$ cat src/logic/clkgen_defines.svh
`ifndef CLKGEN_DEFINES_SVH
`define CLKGEN_DEFINES_SVH

`define ADDR_W            4
`define DATA_W            8
`define REG_LOOP_CTRL     4'h0
`define REG_IRQ_STATUS    4'h1
`define REG_IRQ_CLEAR     4'h2
`define REG_IRQ_ENABLE    4'h3
`define REG_GEN_STATE     4'h4
`define CTRL_BCS_BIT      0
`define CTRL_LOOP_ON_BIT  1
`define CTRL_AUTO_BIT     2
`define CTRL_FLAG_BIT     3
`define CTRL_LOCKIE_BIT   4
`define IRQ_LOCK_BIT      0
`define IRQ_STOP_BIT      1
`define IRQ_W             2
`define STATE_STOPPED_BIT 0
`define STATE_LOCK_BIT    1
`define STATE_OSC_BIT     2
`define STATE_LOOP_BIT    3
`define ZERO8             8'h00
`define ZERO2             2'h0

`endif

$ cat src/logic/clkgen_pkg.sv
package clkgen_pkg;

  typedef enum logic [1:0] {
    RUN_ST  = 2'b00,
    STOP_ST = 2'b01
  } gen_state_type;

endpackage : clkgen_pkg

$ cat src/logic/clkgen_status_if.sv
`timescale 1ns/1ps
`default_nettype none

interface clkgen_status_if;
  logic       lock;
  logic       stopped;
  logic [1:0] events;
  modport src (output lock, output stopped, output events);
  modport dst (input lock, input stopped, input events);
endinterface : clkgen_status_if

`default_nettype wire

$ cat src/logic/clk_half_div.sv
`timescale 1ns/1ps
`default_nettype none

// Halves a clock rate as a one-cycle enable; phase cleared while gated
module clk_half_div (
  input  wire logic ref_clk_in,
  input  wire logic rstn_in,
  input  wire logic run_in,
  input  wire logic tick_in,
  output var  logic half_tick_out
);
  typedef struct packed {
    logic phase;
    logic half;
  } div_state_type;

  div_state_type st_ff;
  div_state_type nxt_st;

  always_comb begin
    nxt_st      = st_ff;
    nxt_st.half = 1'b0;
    if (!run_in) begin
      nxt_st.phase = 1'b0;
    end else if (tick_in) begin
      nxt_st.phase = ~st_ff.phase;
      nxt_st.half  = st_ff.phase;
    end
  end

  always_ff @(posedge ref_clk_in or negedge rstn_in) begin
    if (!rstn_in) begin
      st_ff <= '0;
    end else begin
      st_ff <= nxt_st;
    end
  end

  assign half_tick_out = st_ff.half;
endmodule : clk_half_div

`default_nettype wire

$ cat src/logic/lock_watch.sv
`timescale 1ns/1ps
`default_nettype none

// Synchronises the loop lock indicator and reports each change
module lock_watch (
  input  wire logic       ref_clk_in,
  input  wire logic       rstn_in,
  input  wire logic       lock_pin_in,
  input  wire logic       stop_req_in,
  input  wire logic       stopped_in,
  clkgen_status_if.src    stat
);
  typedef struct packed {
    logic s1;
    logic s2;
    logic last;
  } watch_state_type;

  watch_state_type st_ff;
  watch_state_type nxt_st;

  always_comb begin
    nxt_st      = st_ff;
    nxt_st.s1   = lock_pin_in;
    nxt_st.s2   = st_ff.s1;
    nxt_st.last = st_ff.s2;
  end

  always_ff @(posedge ref_clk_in or negedge rstn_in) begin
    if (!rstn_in) begin
      st_ff <= '0;
    end else begin
      st_ff <= nxt_st;
    end
  end

  assign stat.lock    = st_ff.s2;
  assign stat.stopped = stopped_in;
  assign stat.events  = {stop_req_in, st_ff.s2 ^ st_ff.last};
endmodule : lock_watch

`default_nettype wire

$ cat src/logic/clock_generator_unit.sv
`timescale 1ns/1ps
`default_nettype none
`include "clkgen_defines.svh"

// How it works
// - Stop with option clear kills oscillator, loop
// - Stopped, option clear: all clock outputs low
// - Stop on loop source clears select bit
// - After stop, crystal half drives base
// - Option set: stop kills loop only
// - Break clears need break_clear_enable set
// - Break-time clears persist after break
// - Enable clear: control access in break keeps flag
// - Select bit picks loop or crystal half
// - Auto mode: lock change sets flag
module clock_generator_unit (
  input  wire logic                 ref_clk_in,
  input  wire logic                 rstn_in,
  input  wire logic                 xtal_tick_in,
  input  wire logic                 vco_tick_in,
  input  wire logic                 lock_pin_in,
  input  wire logic                 stop_in,
  input  wire logic                 wake_in,
  input  wire logic                 break_in,
  input  wire logic                 break_clear_enable_in,
  input  wire logic                 osc_run_in_stop_enable_in,
  input  wire logic [`ADDR_W-1:0]   addr_in,
  input  wire logic [`DATA_W-1:0]   wdata_in,
  input  wire logic                 wr_in,
  input  wire logic                 rd_in,
  output var  logic [`DATA_W-1:0]   rdata_out,
  output var  logic                 crystal_clock_out,
  output var  logic                 base_clock_out,
  output var  logic                 gen_interrupt_clock_out,
  output var  logic                 osc_enable_out,
  output var  logic                 loop_enable_out,
  output var  logic                 irq_out
);
  typedef struct packed {
    clkgen_pkg::gen_state_type gst;
    logic                      s1_stop;
    logic                      s2_stop;
    logic                      s1_wake;
    logic                      s2_wake;
    logic                      s1_brk;
    logic                      s2_brk;
    logic                      s1_break_clear_enable;
    logic                      s2_break_clear_enable;
    logic                      s1_oscen;
    logic                      s2_oscen;
    logic                      prev_stop;
    logic                      base_clock_select;
    logic                      loop_on;
    logic                      auto_bw;
    logic                      lock_flag;
    logic                      lock_ie;
    logic [`IRQ_W-1:0]         irq_stat;
    logic [`IRQ_W-1:0]         irq_en;
    logic [`DATA_W-1:0]        rdata;
    logic                      xclk;
    logic                      bclk;
    logic                      iclk;
    logic                      osc_en;
    logic                      loop_en;
    logic                      irq;
  } gen_reg_type;

  gen_reg_type st_ff;
  gen_reg_type nxt_st;

  logic                 xtal_half;
  logic                 vco_half;
  logic                 stop_edge;
  logic                 osc_live;
  logic                 loop_live;
  clkgen_status_if      stat ();

  // Status clear allowed outside break, or in break when enabled
  function automatic logic clear_ok(input logic brk, input logic break_clear_enable);
    clear_ok = !brk || break_clear_enable;
  endfunction : clear_ok

  function automatic logic hit(input logic stb, input logic [`ADDR_W-1:0] a,
                               input logic [`ADDR_W-1:0] r);
    hit = stb && (a == r);
  endfunction : hit

  assign stop_edge = st_ff.s2_stop && !st_ff.prev_stop;
  assign osc_live  = (st_ff.gst == clkgen_pkg::RUN_ST) || st_ff.s2_oscen;
  assign loop_live = (st_ff.gst == clkgen_pkg::RUN_ST) && st_ff.loop_on;

  clk_half_div u_xdiv (
    .ref_clk_in    (ref_clk_in),
    .rstn_in       (rstn_in),
    .run_in        (osc_live),
    .tick_in       (xtal_tick_in),
    .half_tick_out (xtal_half)
  );

  clk_half_div u_vdiv (
    .ref_clk_in    (ref_clk_in),
    .rstn_in       (rstn_in),
    .run_in        (loop_live),
    .tick_in       (vco_tick_in),
    .half_tick_out (vco_half)
  );

  lock_watch u_lock (
    .ref_clk_in  (ref_clk_in),
    .rstn_in     (rstn_in),
    .lock_pin_in (lock_pin_in),
    .stop_req_in (stop_edge),
    .stopped_in  (st_ff.gst == clkgen_pkg::STOP_ST),
    .stat        (stat.src)
  );

  always_comb begin
    logic                 may_clr;
    logic [`IRQ_W-1:0]    ev;
    logic [`IRQ_W-1:0]    clr;
    nxt_st    = st_ff;
    may_clr   = clear_ok(st_ff.s2_brk, st_ff.s2_break_clear_enable);
    ev        = stat.events;
    clr       = `ZERO2;
    nxt_st.s1_stop  = stop_in;
    nxt_st.s2_stop  = st_ff.s1_stop;
    nxt_st.s1_wake  = wake_in;
    nxt_st.s2_wake  = st_ff.s1_wake;
    nxt_st.s1_brk   = break_in;
    nxt_st.s2_brk   = st_ff.s1_brk;
    nxt_st.s1_break_clear_enable  = break_clear_enable_in;
    nxt_st.s2_break_clear_enable  = st_ff.s1_break_clear_enable;
    nxt_st.s1_oscen = osc_run_in_stop_enable_in;
    nxt_st.s2_oscen = st_ff.s1_oscen;
    nxt_st.prev_stop = st_ff.s2_stop;
    nxt_st.rdata     = `ZERO8;

    // Register writes
    if (hit(wr_in, addr_in, `REG_LOOP_CTRL)) begin
      nxt_st.base_clock_select     = wdata_in[`CTRL_BCS_BIT];
      nxt_st.loop_on = wdata_in[`CTRL_LOOP_ON_BIT];
      nxt_st.auto_bw = wdata_in[`CTRL_AUTO_BIT];
      nxt_st.lock_ie = wdata_in[`CTRL_LOCKIE_BIT];
      // Flag is write-zero-to-clear; blocked in protected break
      if (!wdata_in[`CTRL_FLAG_BIT] && may_clr) begin
        nxt_st.lock_flag = 1'b0;
      end
    end
    if (hit(wr_in, addr_in, `REG_IRQ_CLEAR) && may_clr) begin
      clr = wdata_in[`IRQ_W-1:0];
    end
    if (hit(wr_in, addr_in, `REG_IRQ_ENABLE)) begin
      nxt_st.irq_en = wdata_in[`IRQ_W-1:0];
    end

    // Events win over a same-cycle clear
    if (st_ff.auto_bw && ev[`IRQ_LOCK_BIT]) begin
      nxt_st.lock_flag = 1'b1;
    end
    nxt_st.irq_stat = (st_ff.irq_stat & ~clr) |
                      {ev[`IRQ_STOP_BIT], ev[`IRQ_LOCK_BIT] && st_ff.auto_bw};

    // Stop sequencing
    unique case (st_ff.gst)
      clkgen_pkg::RUN_ST: begin
        if (stop_edge) begin
          nxt_st.gst = clkgen_pkg::STOP_ST;
          nxt_st.base_clock_select = 1'b0;
        end
      end
      clkgen_pkg::STOP_ST: begin
        nxt_st.base_clock_select = 1'b0;
        if (st_ff.s2_wake) begin
          nxt_st.gst = clkgen_pkg::RUN_ST;
        end
      end
      default: nxt_st.gst = clkgen_pkg::RUN_ST;
    endcase

    // Reads: plain reads never touch the flag
    if (rd_in) begin
      unique case (addr_in)
        `REG_LOOP_CTRL: begin
          nxt_st.rdata[`CTRL_BCS_BIT]     = st_ff.base_clock_select;
          nxt_st.rdata[`CTRL_LOOP_ON_BIT] = st_ff.loop_on;
          nxt_st.rdata[`CTRL_AUTO_BIT]    = st_ff.auto_bw;
          nxt_st.rdata[`CTRL_FLAG_BIT]    = st_ff.lock_flag && st_ff.auto_bw;
          nxt_st.rdata[`CTRL_LOCKIE_BIT]  = st_ff.lock_ie;
        end
        `REG_IRQ_STATUS: nxt_st.rdata[`IRQ_W-1:0] = st_ff.irq_stat;
        `REG_IRQ_ENABLE: nxt_st.rdata[`IRQ_W-1:0] = st_ff.irq_en;
        `REG_GEN_STATE: begin
          nxt_st.rdata[`STATE_STOPPED_BIT] = stat.stopped;
          nxt_st.rdata[`STATE_LOCK_BIT]    = stat.lock && st_ff.auto_bw;
          nxt_st.rdata[`STATE_OSC_BIT]     = st_ff.osc_en;
          nxt_st.rdata[`STATE_LOOP_BIT]    = st_ff.loop_en;
        end
        default: nxt_st.rdata = `ZERO8;
      endcase
    end

    // Clock outputs; stopped with option clear forces all low
    nxt_st.osc_en  = osc_live;
    nxt_st.loop_en = loop_live;
    nxt_st.xclk    = osc_live && xtal_tick_in;
    nxt_st.iclk    = osc_live && xtal_tick_in;
    nxt_st.bclk    = (st_ff.gst == clkgen_pkg::RUN_ST) &&
                     (st_ff.base_clock_select ? vco_half : xtal_half);
    nxt_st.irq     = |(st_ff.irq_stat & st_ff.irq_en) ||
                     (st_ff.lock_ie && st_ff.lock_flag && st_ff.auto_bw);
  end

  always_ff @(posedge ref_clk_in or negedge rstn_in) begin
    if (!rstn_in) begin
      st_ff <= '0;
    end else begin
      st_ff <= nxt_st;
    end
  end

  assign rdata_out               = st_ff.rdata;
  assign crystal_clock_out       = st_ff.xclk;
  assign base_clock_out          = st_ff.bclk;
  assign gen_interrupt_clock_out = st_ff.iclk;
  assign osc_enable_out          = st_ff.osc_en;
  assign loop_enable_out         = st_ff.loop_en;
  assign irq_out                 = st_ff.irq;
endmodule : clock_generator_unit

`default_nettype wire

$ cat config.mk
export PLATFORM = sky130hd
export DESIGN_NAME = clock_generator_unit
export DESIGN_NICKNAME = d
export VERILOG_FILES = /design/src/logic/clkgen_pkg.sv /design/src/logic/clkgen_status_if.sv /design/src/logic/clk_half_div.sv /design/src/logic/lock_watch.sv /design/src/logic/clock_generator_unit.sv
export VERILOG_INCLUDE_DIRS = /design/src /design/src/logic
export SDC_FILE = /design/constraint.sdc
export NUM_CORES = 1
export LEC_CHECK = 0
export BUFFER_PORTS_ARGS = -buffer_cell sky130_fd_sc_hd__buf_2
export CORE_MARGIN = 5
export CORE_UTILIZATION = 50
export CTS_CLUSTER_SIZE = 30
export DETAILED_ROUTE_END_ITERATION = 12
export PLACE_DENSITY = 0.76
export SETUP_SLACK_MARGIN = 0.05
export SLEW_MARGIN = 30
export SYNTH_ARGS = -nofsm -noshare
export SYNTH_HDL_FRONTEND = slang
export SYNTH_SLANG_ARGS = --single-unit
$ cat constraint.sdc
create_clock -name ref_clk_in -period 2.33 [get_ports ref_clk_in]
set_input_delay 0.1165 -clock ref_clk_in [delete_from_list [all_inputs] [get_ports ref_clk_in]]
set_output_delay 0.1165 -clock ref_clk_in [all_outputs]
set_load 0.05 [all_outputs]
=== Word-level counts from Yosys, hierarchy flattened ===
Index checks and enable logic that the tools add are counted.

* Register bits after elaboration: 42
* Bits of input ports: 24
* Word-level logic and storage cells: 95

* Eq/ne operators: 9
* Multiplexer cells: 20
* Bitwise gates (word level): 7
* Reduce and logical (&&, ||, !) cells: 27

{| class="wikitable"
|+ Operators with widths
! operator !! number
|-
| logical AND 1 bit || 14
|-
| 2-to-1 mux 2 bit || 5
|-
| 2-to-1 mux 5 bit || 2
|-
| 2-to-1 mux 1 bit || 9
|-
| equality test 4 x 2 -> 1 bit (second input constant) || 2
|-
| inequality test 2 bit (second input constant) || 4
|-
| case mux 2 bit (2 select lines) || 2
|-
| case mux 2 bit (4 select lines) || 1
|-
| bitwise AND 2 bit || 2
|-
| equality test 4 x 1 -> 1 bit (second input constant) || 1
|-
| equality test 4 x 3 -> 1 bit (second input constant) || 1
|-
| logical NOT 4 bit || 1
|-
| AND reduction 2 bit || 2
|-
| nonzero test 2 bit || 2
|-
| logical NOT 1 bit || 3
|-
| logical OR 1 bit || 3
|-
| equality test 2 x 1 -> 1 bit (second input constant) || 1
|-
| logical NOT 2 bit || 1
|-
| NOT 1 bit || 2
|-
| NOT 2 bit || 1
|-
| OR 2 bit || 1
|-
| case mux 1 bit (2 select lines) || 1
|-
| OR reduction 2 bit || 1
|-
| bitwise XOR 1 bit || 1
|}

=== Logic depth before layout (Yosys ltp) ===
Gate-level depths: netlist (run 1).

* Depth after elaboration: 7
* Depth in mapped cells: 4
* Mapped depth without buffers: 3

=== Modules after synthesis ===
Synthesis (run 1) repeated with hierarchy kept, for this count alone.

* Cell total of the unflattened synthesis: 112
* Area, all modules: 1501.4 um^2

{| class="wikitable"
|+ Modules (own cells, without submodules)
! module !! instances !! cells each !! area each (um^2) !! sequential area each (um^2)
|-
| clock_generator_unit || 1 || 96 || 1257.5 || 775.7
|-
| clk_half_div || 2 || 5 || 72.6 || 50.0
|-
| lock_watch || 1 || 6 || 98.8 || 75.1
|}

=== Worst setup path after synthesis (run 1) ===
No wires, ideal clock.

* Kind: input to register
* Start: input port addr_in[2]
* End: register st_ff[14] (netlist bit)
* Data arrival time: 1080 ps
* Setup slack: 1125 ps
* Stages: 4
* Buffers on the path: 1
* Cells stage by stage: or3b_1 > clkbuf_2 > nor2_1 > mux2_2

* Cells in the longest elaborated chain, start to end: 2

{| class="wikitable"
|+ Ends and longest elaborated chain
! what !! RTL line !! RTL
|-
| from (decl) || clock_generator_unit.sv:27 || <nowiki>input wire logic [`ADDR_W-1:0] addr_in,</nowiki>
|-
| equality test 4 x 2 -> 1 bit || clock_generator_unit.sv:85 || <nowiki>hit = stb && (a == r);</nowiki>
|-
| logical AND 1 bit || clock_generator_unit.sv:85 ||
|-
| to (signal assigned) || clock_generator_unit.sv:217 || <nowiki>st_ff <= nxt_st;</nowiki>
|-
| to (decl) || clock_generator_unit.sv:68 || <nowiki>gen_reg_type st_ff;</nowiki>
|}

No other way between the ends.
A chain may end at the register's enable or synchronous reset.

==> out/results.ini, run 1 <==
[finish]
areaGrowthSynthToFinish_pct=19.4
num-nets-final=179
final_util=0.629
fin_cells=187
design_area_mm2=0.00175
num-fill-cells=238
antenna_cells=0
layout-drive-gt1-share=0.282

[clocking]
ctsResizeCount=0
cts_max_level=2
cts_made_buffers=5
insertion_delay_ns=0.35
cts_tree=done
cts.reportedPaths.clkPinSlew_ns=0.11
cts.sink_count=38
clockBufferDepth=2
cts-root-buf=clkbuf_4

[logic_synthesis]
yosysMostFrequentCell=dfrtp_1
ys_ff_latch=38
synth_enable_flop_cells=0
async_flop_share=1.00
yosys_warnings=0
yosysUniqueCellTypes=31
syn_area_per_cell_um2=12.5
syn_area_mm2=0.00147
synth_commonest_cells=dfrtp_1 (38), buf_4 (9), nand2_1 (9), mux2i_1 (6), nor2_1 (5)
yosysTopAreaCellShare=0.648
ys.flop_type=dfrtp_1
yosys.area.top_type=dfrtp_1
synthCells=117
synth_top_cells_by_area=dfrtp_1 (65%), buf_4 (4.6%), mux2i_1 (4.1%)
synth-seq-area-share=0.648

[sta]
tightest_slew_ns=0.801
fin_crit_ns=1.12
fin_skew_ns=0.00757
setup_tns_ns=0
rsz0062_at_grt=false
timing.fmax_mhz=896
slew_headroom=0.466
setup_viol=0
finalHoldViolCount=0
fin_crit_sh=0.479
setup_ws_ns=1.21
drv_slew=0

[floorplanning]
dieWidth_um=64.2
boundaryPins=38
die-area_mm2=0.00412
initial_core_util=0.527
fp.dieH_um=64.2
core_mm2=0.00278
rows=19

[place]
place_congestion=0.821
dp_slack_ns=0.879
dpl-instance-area_mm2=0.00159
placed_cells=169
hpwl_um=1750
portBuffers=31

[worst_setup_path]
cp_max_fo=3
required_ns=2.60
critical_path_class=flip-flop to flip-flop
cp_data_arrival_time_ns=1.38
critPathMaxStageDelay_ns=0.40
cp_slowest_cell=or4_1
worstSetupStartpointType=flip-flop
crit_chain=mux2i_1 > or4_1 > a31oi_1
cp-end-kind=flip-flop

[run]
drv_cap=0

[run_status]
outcome=finished, final reports clean

[grt]
grt.overflow.total=0
antenna_found_initial=0
grt_usage=0.141
grt_pass1_wl_um=4400
grt_max_degree=39
grt_pass1_vias=941

[drt]
initialDrtViolationCount=32
avgRoutedWirePerCell_um=13.4
drcViolationCount=0
drtPass1Iterations=4
wl_um=2510
drtAntennaViolNets=0
vias_per_cell=5.14
vias=961

[min_path]
hold_class=input port to flip-flop

[pwr]
ir_drop_uv=661
powerDensity_mw_per_mm2=778
cellLeakagePower_nw=0.853

==> routing by layer <==
layer  GRT usage  vias up  part of all wire
met4      0.0687        0             0.022
met3      0.0736        9             0.099
met5           0        -                 0
met2       0.211       37              0.47
li1            -      459                 -
met1       0.167      456              0.41
==> sequential cells by signal, indices dropped and copies added, names as in the netlist <==
name / count
st_ff: 15
u_lock.stat.lock: 1
u_vdiv.st_ff: 1
u_vdiv.half_tick_out: 1
nxt_st: 6
u_xdiv.st_ff: 1
loop_enable_out: 1
osc_enable_out: 1
gen_interrupt_clock_out: 1
u_lock.st_ff: 1
u_lock.nxt_st: 1
u_xdiv.half_tick_out: 1
irq_out: 1
rdata_out: 5
base_clock_out: 1
==> layout make-up <==
type	count	area (um2)	share of cell area
Clock inverter	2	12.5	0.00715
Sequential cell	38	951	0.543
Inverter	3	11.3	0.00643
Tap cell	31	38.8	0.0222
Clock buffer	6	51.3	0.0293
Multi-Input combinational cell	66	430	0.246
Timing Repair Buffer	41	255	0.146
==> through the flow <==
stage          hold WS [ns]  power [W]
6_report             0.0245    0.00136
3_3_place_gp          0.224   0.000995
5_1_grt              0.0208    0.00144
4_1_cts              0.0127    0.00138
2_1_floorplan        -0.179   0.000937
3_5_place_dp          0.226    0.00100
==> power breakdown <==
group / total (W) / leakage, nW / internal [W] / switching, W
clock: 0.000359 / 0.0343 / 0.000145 / 0.000214
sequential: 0.000770 / 0.461 / 0.000726 / 0.0000442
combinational: 0.000233 / 0.358 / 0.0000889 / 0.000144
==> critical path, delay by kind of cell (launching register included) <==
family / cells / cell delay (ns)
mux: 1 / 0.07
flops: 1 / 0.38
simple gates: 1 / 0.40
compound gates: 1 / 0.19
==> layout by cell type (no fill, tap or decap), types with 3 or more instances in the layout <==
cell type / instances
inv_1: 3
mux2i_1: 6
xor2_1: 3
nand3_1: 3
mux2_2: 4
nand2_1: 9
clkbuf_4: 5
dfrtp_1: 38
dlygate4sd3_1: 10
o41ai_1: 3
and2_1: 4
conb_1: 3
o21ai_0: 3
nor2_1: 5
nand2b_1: 4
buf_2: 31
==> what timing repair did <==
action                                 4_1_cts  5_1_grt
endpoints found under the hold margin       47        0
hold buffers                                10        0
setup endpoints to repair                    0        0
buffers inserted                             0        0
==> final timing paths <==
| check | slack, ns | endpoint | depth (start not counted) | start |
|---|---|---|---|---|
| max in group asynchronous | 1.43 | u_lock.nxt_st[1] | 2 | rstn_in |
| setup reg to reg | 1.21 | rdata_out[1] | 3 | st_ff[17] |
| hold reg to reg | 0.36 | st_ff[26] | 0 | nxt_st[26] |
| setup / recovery | 1.21 | rdata_out[1] | 3 | st_ff[17] |
| hold / removal | 0.02 | st_ff[14] | 2 | wdata_in[0] |
| min in group asynchronous | 0.39 | st_ff[14] | 2 | rstn_in |
==> logic make-up after synthesis <==
kind of cell,Yosys count,share of synthesized area
AO/OA/AOI/OAI,11,0.0503
other,1,0.00256
buffers and inverters,15,0.0631
flip-flops,38,0.648
AND/OR/NAND/NOR,39,0.146
multiplexers,10,0.0717
XOR/XNOR,3,0.0179
Power figures use the tool's default switching activity.
==> run 2, diff against run 1 <==
Settings changed: ABC_AREA from default to 1, CORE_UTILIZATION 50 to 46, PLACE_DENSITY 0.76 to 0.73.
Clock period 2.33 ns to 1 ns, I/O delays scaled along.
==> out/results.ini, run 2 <==
[worst_setup_path]
crit_buf_inv=1  ; +1
required_ns=0.95  ; -1.65 ns
r2r-end=rdata_out[0]
r2r_setup_slack_ns=0.08  ; -1.13 ns
ff2ff_path_depth=5  ; +2
rr_startpoint=st_ff[34]
critPathTopFamily=flip-flops
cp_slowest_cell=dfrtp_1
cp_max_fo=2  ; -1
crit_chain=buf_6
cp-end-kind=output pin
cp_data_arrival_time_ns=0.91  ; -0.47 ns
critPathMaxStageDelay_ns=0.42  ; +0.02 ns
critical_path_class=flip-flop to output pin
worstSetupStartpointType=flip-flop

[logic_synthesis]
async_flop_share=1.00  ; unchanged
synth_commonest_cells=dfrtp_1 (38), nand2_1 (32), nand3_1 (19), nor2_1 (18), inv_1 (16)
synth_enable_flop_cells=0  ; unchanged
synth-seq-area-share=0.620  ; -0.0286
synthCells=157  ; +34%
syn_area_mm2=0.00153  ; +4.6%
yosys_warnings=0  ; unchanged
syn_area_per_cell_um2=9.77  ; -22%
yosysMostFrequentCell=dfrtp_1
ys_ff_latch=38  ; unchanged
yosysUniqueCellTypes=20  ; -35%
yosys.area.top_type=dfrtp_1
synth_top_cells_by_area=dfrtp_1 (62%), nand2_1 (7.8%), nand3_1 (6.2%)
yosysTopAreaCellShare=0.620  ; -0.0286
ys.flop_type=dfrtp_1

[sta]
fin_skew_ns=0.00450  ; -0.00306 ns
setup_viol=0  ; unchanged
finalHoldViolCount=0  ; unchanged
fin_crit_ns=0.963
drv_slew=0  ; unchanged
timing.fmax_mhz=1040
holdWs_ns=0.0193  ; -0.00522 ns
fin_crit_sh=0.963
rsz0062_at_grt=true

[clocking]
clockBufferDepth=2  ; unchanged
cts-root-buf=clkbuf_4
cts.sink_count=38  ; unchanged
cts_max_level=2  ; unchanged
cts_tree=done
insertion_delay_ns=0.33  ; -0.02 ns
cts_made_buffers=5  ; unchanged
cts.reportedPaths.clkPinSlew_ns=0.11  ; about the same

[floorplanning]
initial_core_util=0.467  ; -0.0602
fp.dieH_um=67.7  ; +5.6%
die-area_mm2=0.00459  ; +12%
rows=21  ; +2
core_mm2=0.00328  ; +18%
dieWidth_um=67.7  ; +5.6%
boundaryPins=38  ; unchanged

[grt]
grt.overflow.total=0  ; unchanged
antenna_found_initial=0  ; unchanged
grt_pass1_wl_um=4820  ; +9.7%
grt_pass1_vias=1144  ; +22%
grt_max_degree=17  ; -56%
grt_usage=0.149  ; +0.00744

[min_path]
hold_class=input port to flip-flop
worst_hold_path.endpoint=st_ff[19]
min_from=wdata_in[3]
holdPathStages=4  ; +2

[run_status]
outcome=finished, final reports clean

[drt]
avgRoutedWirePerCell_um=11.1  ; -17%
wl_um=2840  ; +13%
drtPass1Iterations=4  ; unchanged
drtAntennaViolNets=0  ; unchanged
drcViolationCount=0  ; unchanged
vias_per_cell=4.36  ; -15%
initialDrtViolationCount=30  ; -6.3%
vias=1113  ; +16%

[finish]
areaGrowthSynthToFinish_pct=33.9
final_cell_mix=dfrtp_1 (38), nand2_1 (31), buf_2 (20)
final_util=0.626  ; -0.00381
num-nets-final=233  ; +30%
mostFrequentLayoutCell=dfrtp_1
design_area_mm2=0.00205  ; +17%
regMostFlops=st_ff
antenna_cells=0  ; unchanged
layout-drive-gt1-share=0.297  ; +0.0146
largest_reg_flops=15  ; unchanged

[pwr]
ir_drop_uv=972  ; +47%
powerDensity_mw_per_mm2=1760  ; +130%
cellLeakagePower_nw=1.08  ; +26%

[place]
place_congestion=0.884  ; +7.7%
hpwl_um=1960  ; +12%
portBuffers=31  ; unchanged
dpl-instance-area_mm2=0.00173  ; +9.0%

[run]
drv_cap=0  ; unchanged

-- run 2: cell types whose count changed after synthesis, sizes merged, moves of 3 or more --
| cell | change |
|---|---|
| nand3 | +16 |
| and2 | -4 |
| mux2 | -4 |
| mux2i | -6 |
| nand2b | -4 |
| inv | +17 |
| nand2 | +27 |
| nor2 | +17 |
| o41ai | -3 |
-- run 2: how the worst max path moves through the flow --
stage / start / to / slack [ns] / cells after the start
2_1_floorplan: osc_enable_out / rdata_out[2] / 0.06 / 2
3_3_place_gp: st_ff[34] / u_xdiv.st_ff[1] / 0.09 / 5
3_5_place_dp: st_ff[34] / u_xdiv.st_ff[1] / 0.07 / 5
4_1_cts: gen_interrupt_clock_out / gen_interrupt_clock_out / 0.02 / 1
5_1_grt: gen_interrupt_clock_out / crystal_clock_out / -0.02 / 1
6_report: gen_interrupt_clock_out / gen_interrupt_clock_out / 0.04 / 1
-- run 2: cell families (layout without fill, tap and decap cells) --
kind of cell | after synthesis | after routing | share of synthesized area
and+or+nand+nor | 79 | 79 | 0.248
DFF | 38 | 38 | 0.620
buffers and inverters | 29 | 79 | 0.0946
AOI/OAI and AO/OA | 9 | 9 | 0.0294
other | 1 | 3 | 0.00244
xor gates and xnor gates | 1 | 1 | 0.00571
-- run 2: routing by layer --
layer	up-vias	wire, um	track usage
li1	580	-	-
met1	498	1200	0.166
met2	29	1420	0.247
met3	6	158	0.0566
met4	0	61	0.0734
met5	-	0	0
-- run 2: timing repair --
item / CTS / global route
hold endpoints to repair: 59 / 0
endpoints found under the setup margin: 12 / 15
hold buffers: 14 / 0
gates resized for setup: 22 / 6
buffers inserted: 2 / 1
pin swaps: 0 / 1
-- run 2: where the power goes --
| part | total (W) | leakage, nW | switching, W | internal (W) |
|---|---|---|---|---|
| sequential | 0.00180 | 0.460 | 0.000100 | 0.00169 |
| combinational | 0.000755 | 0.574 | 0.000451 | 0.000303 |
| clock | 0.00106 | 0.0443 | 0.000476 | 0.000582 |
| total | 0.00361 | 1.08 | 0.00103 | 0.00258 |
-- run 2: final cells by class --
class	count	area, um2
Sequential cell	38	951
Multi-Input combinational cell	92	458
Timing Repair Buffer	52	429
Fill cell	286	1230
Clock buffer	6	51.3
Clock inverter	1	30.0
Tap cell	46	57.6
Inverter	20	77.6
-- run 2: per-stage QoR --
stage | cells | setup WS [ns] | setup TNS (ns) | total power [W]
after global routing | 255 | -0.0164 | -0.0467 | 0.00381
after floorplan | 159 | 0.0571 | 0 | 0.00221
final | 255 | 0.0372 | 0 | 0.00361
after CTS | 254 | 0.0221 | 0 | 0.00360
after detailed placement | 231 | 0.0659 | 0 | 0.00242
after global placement | 231 | 0.0930 | 0 | 0.00240
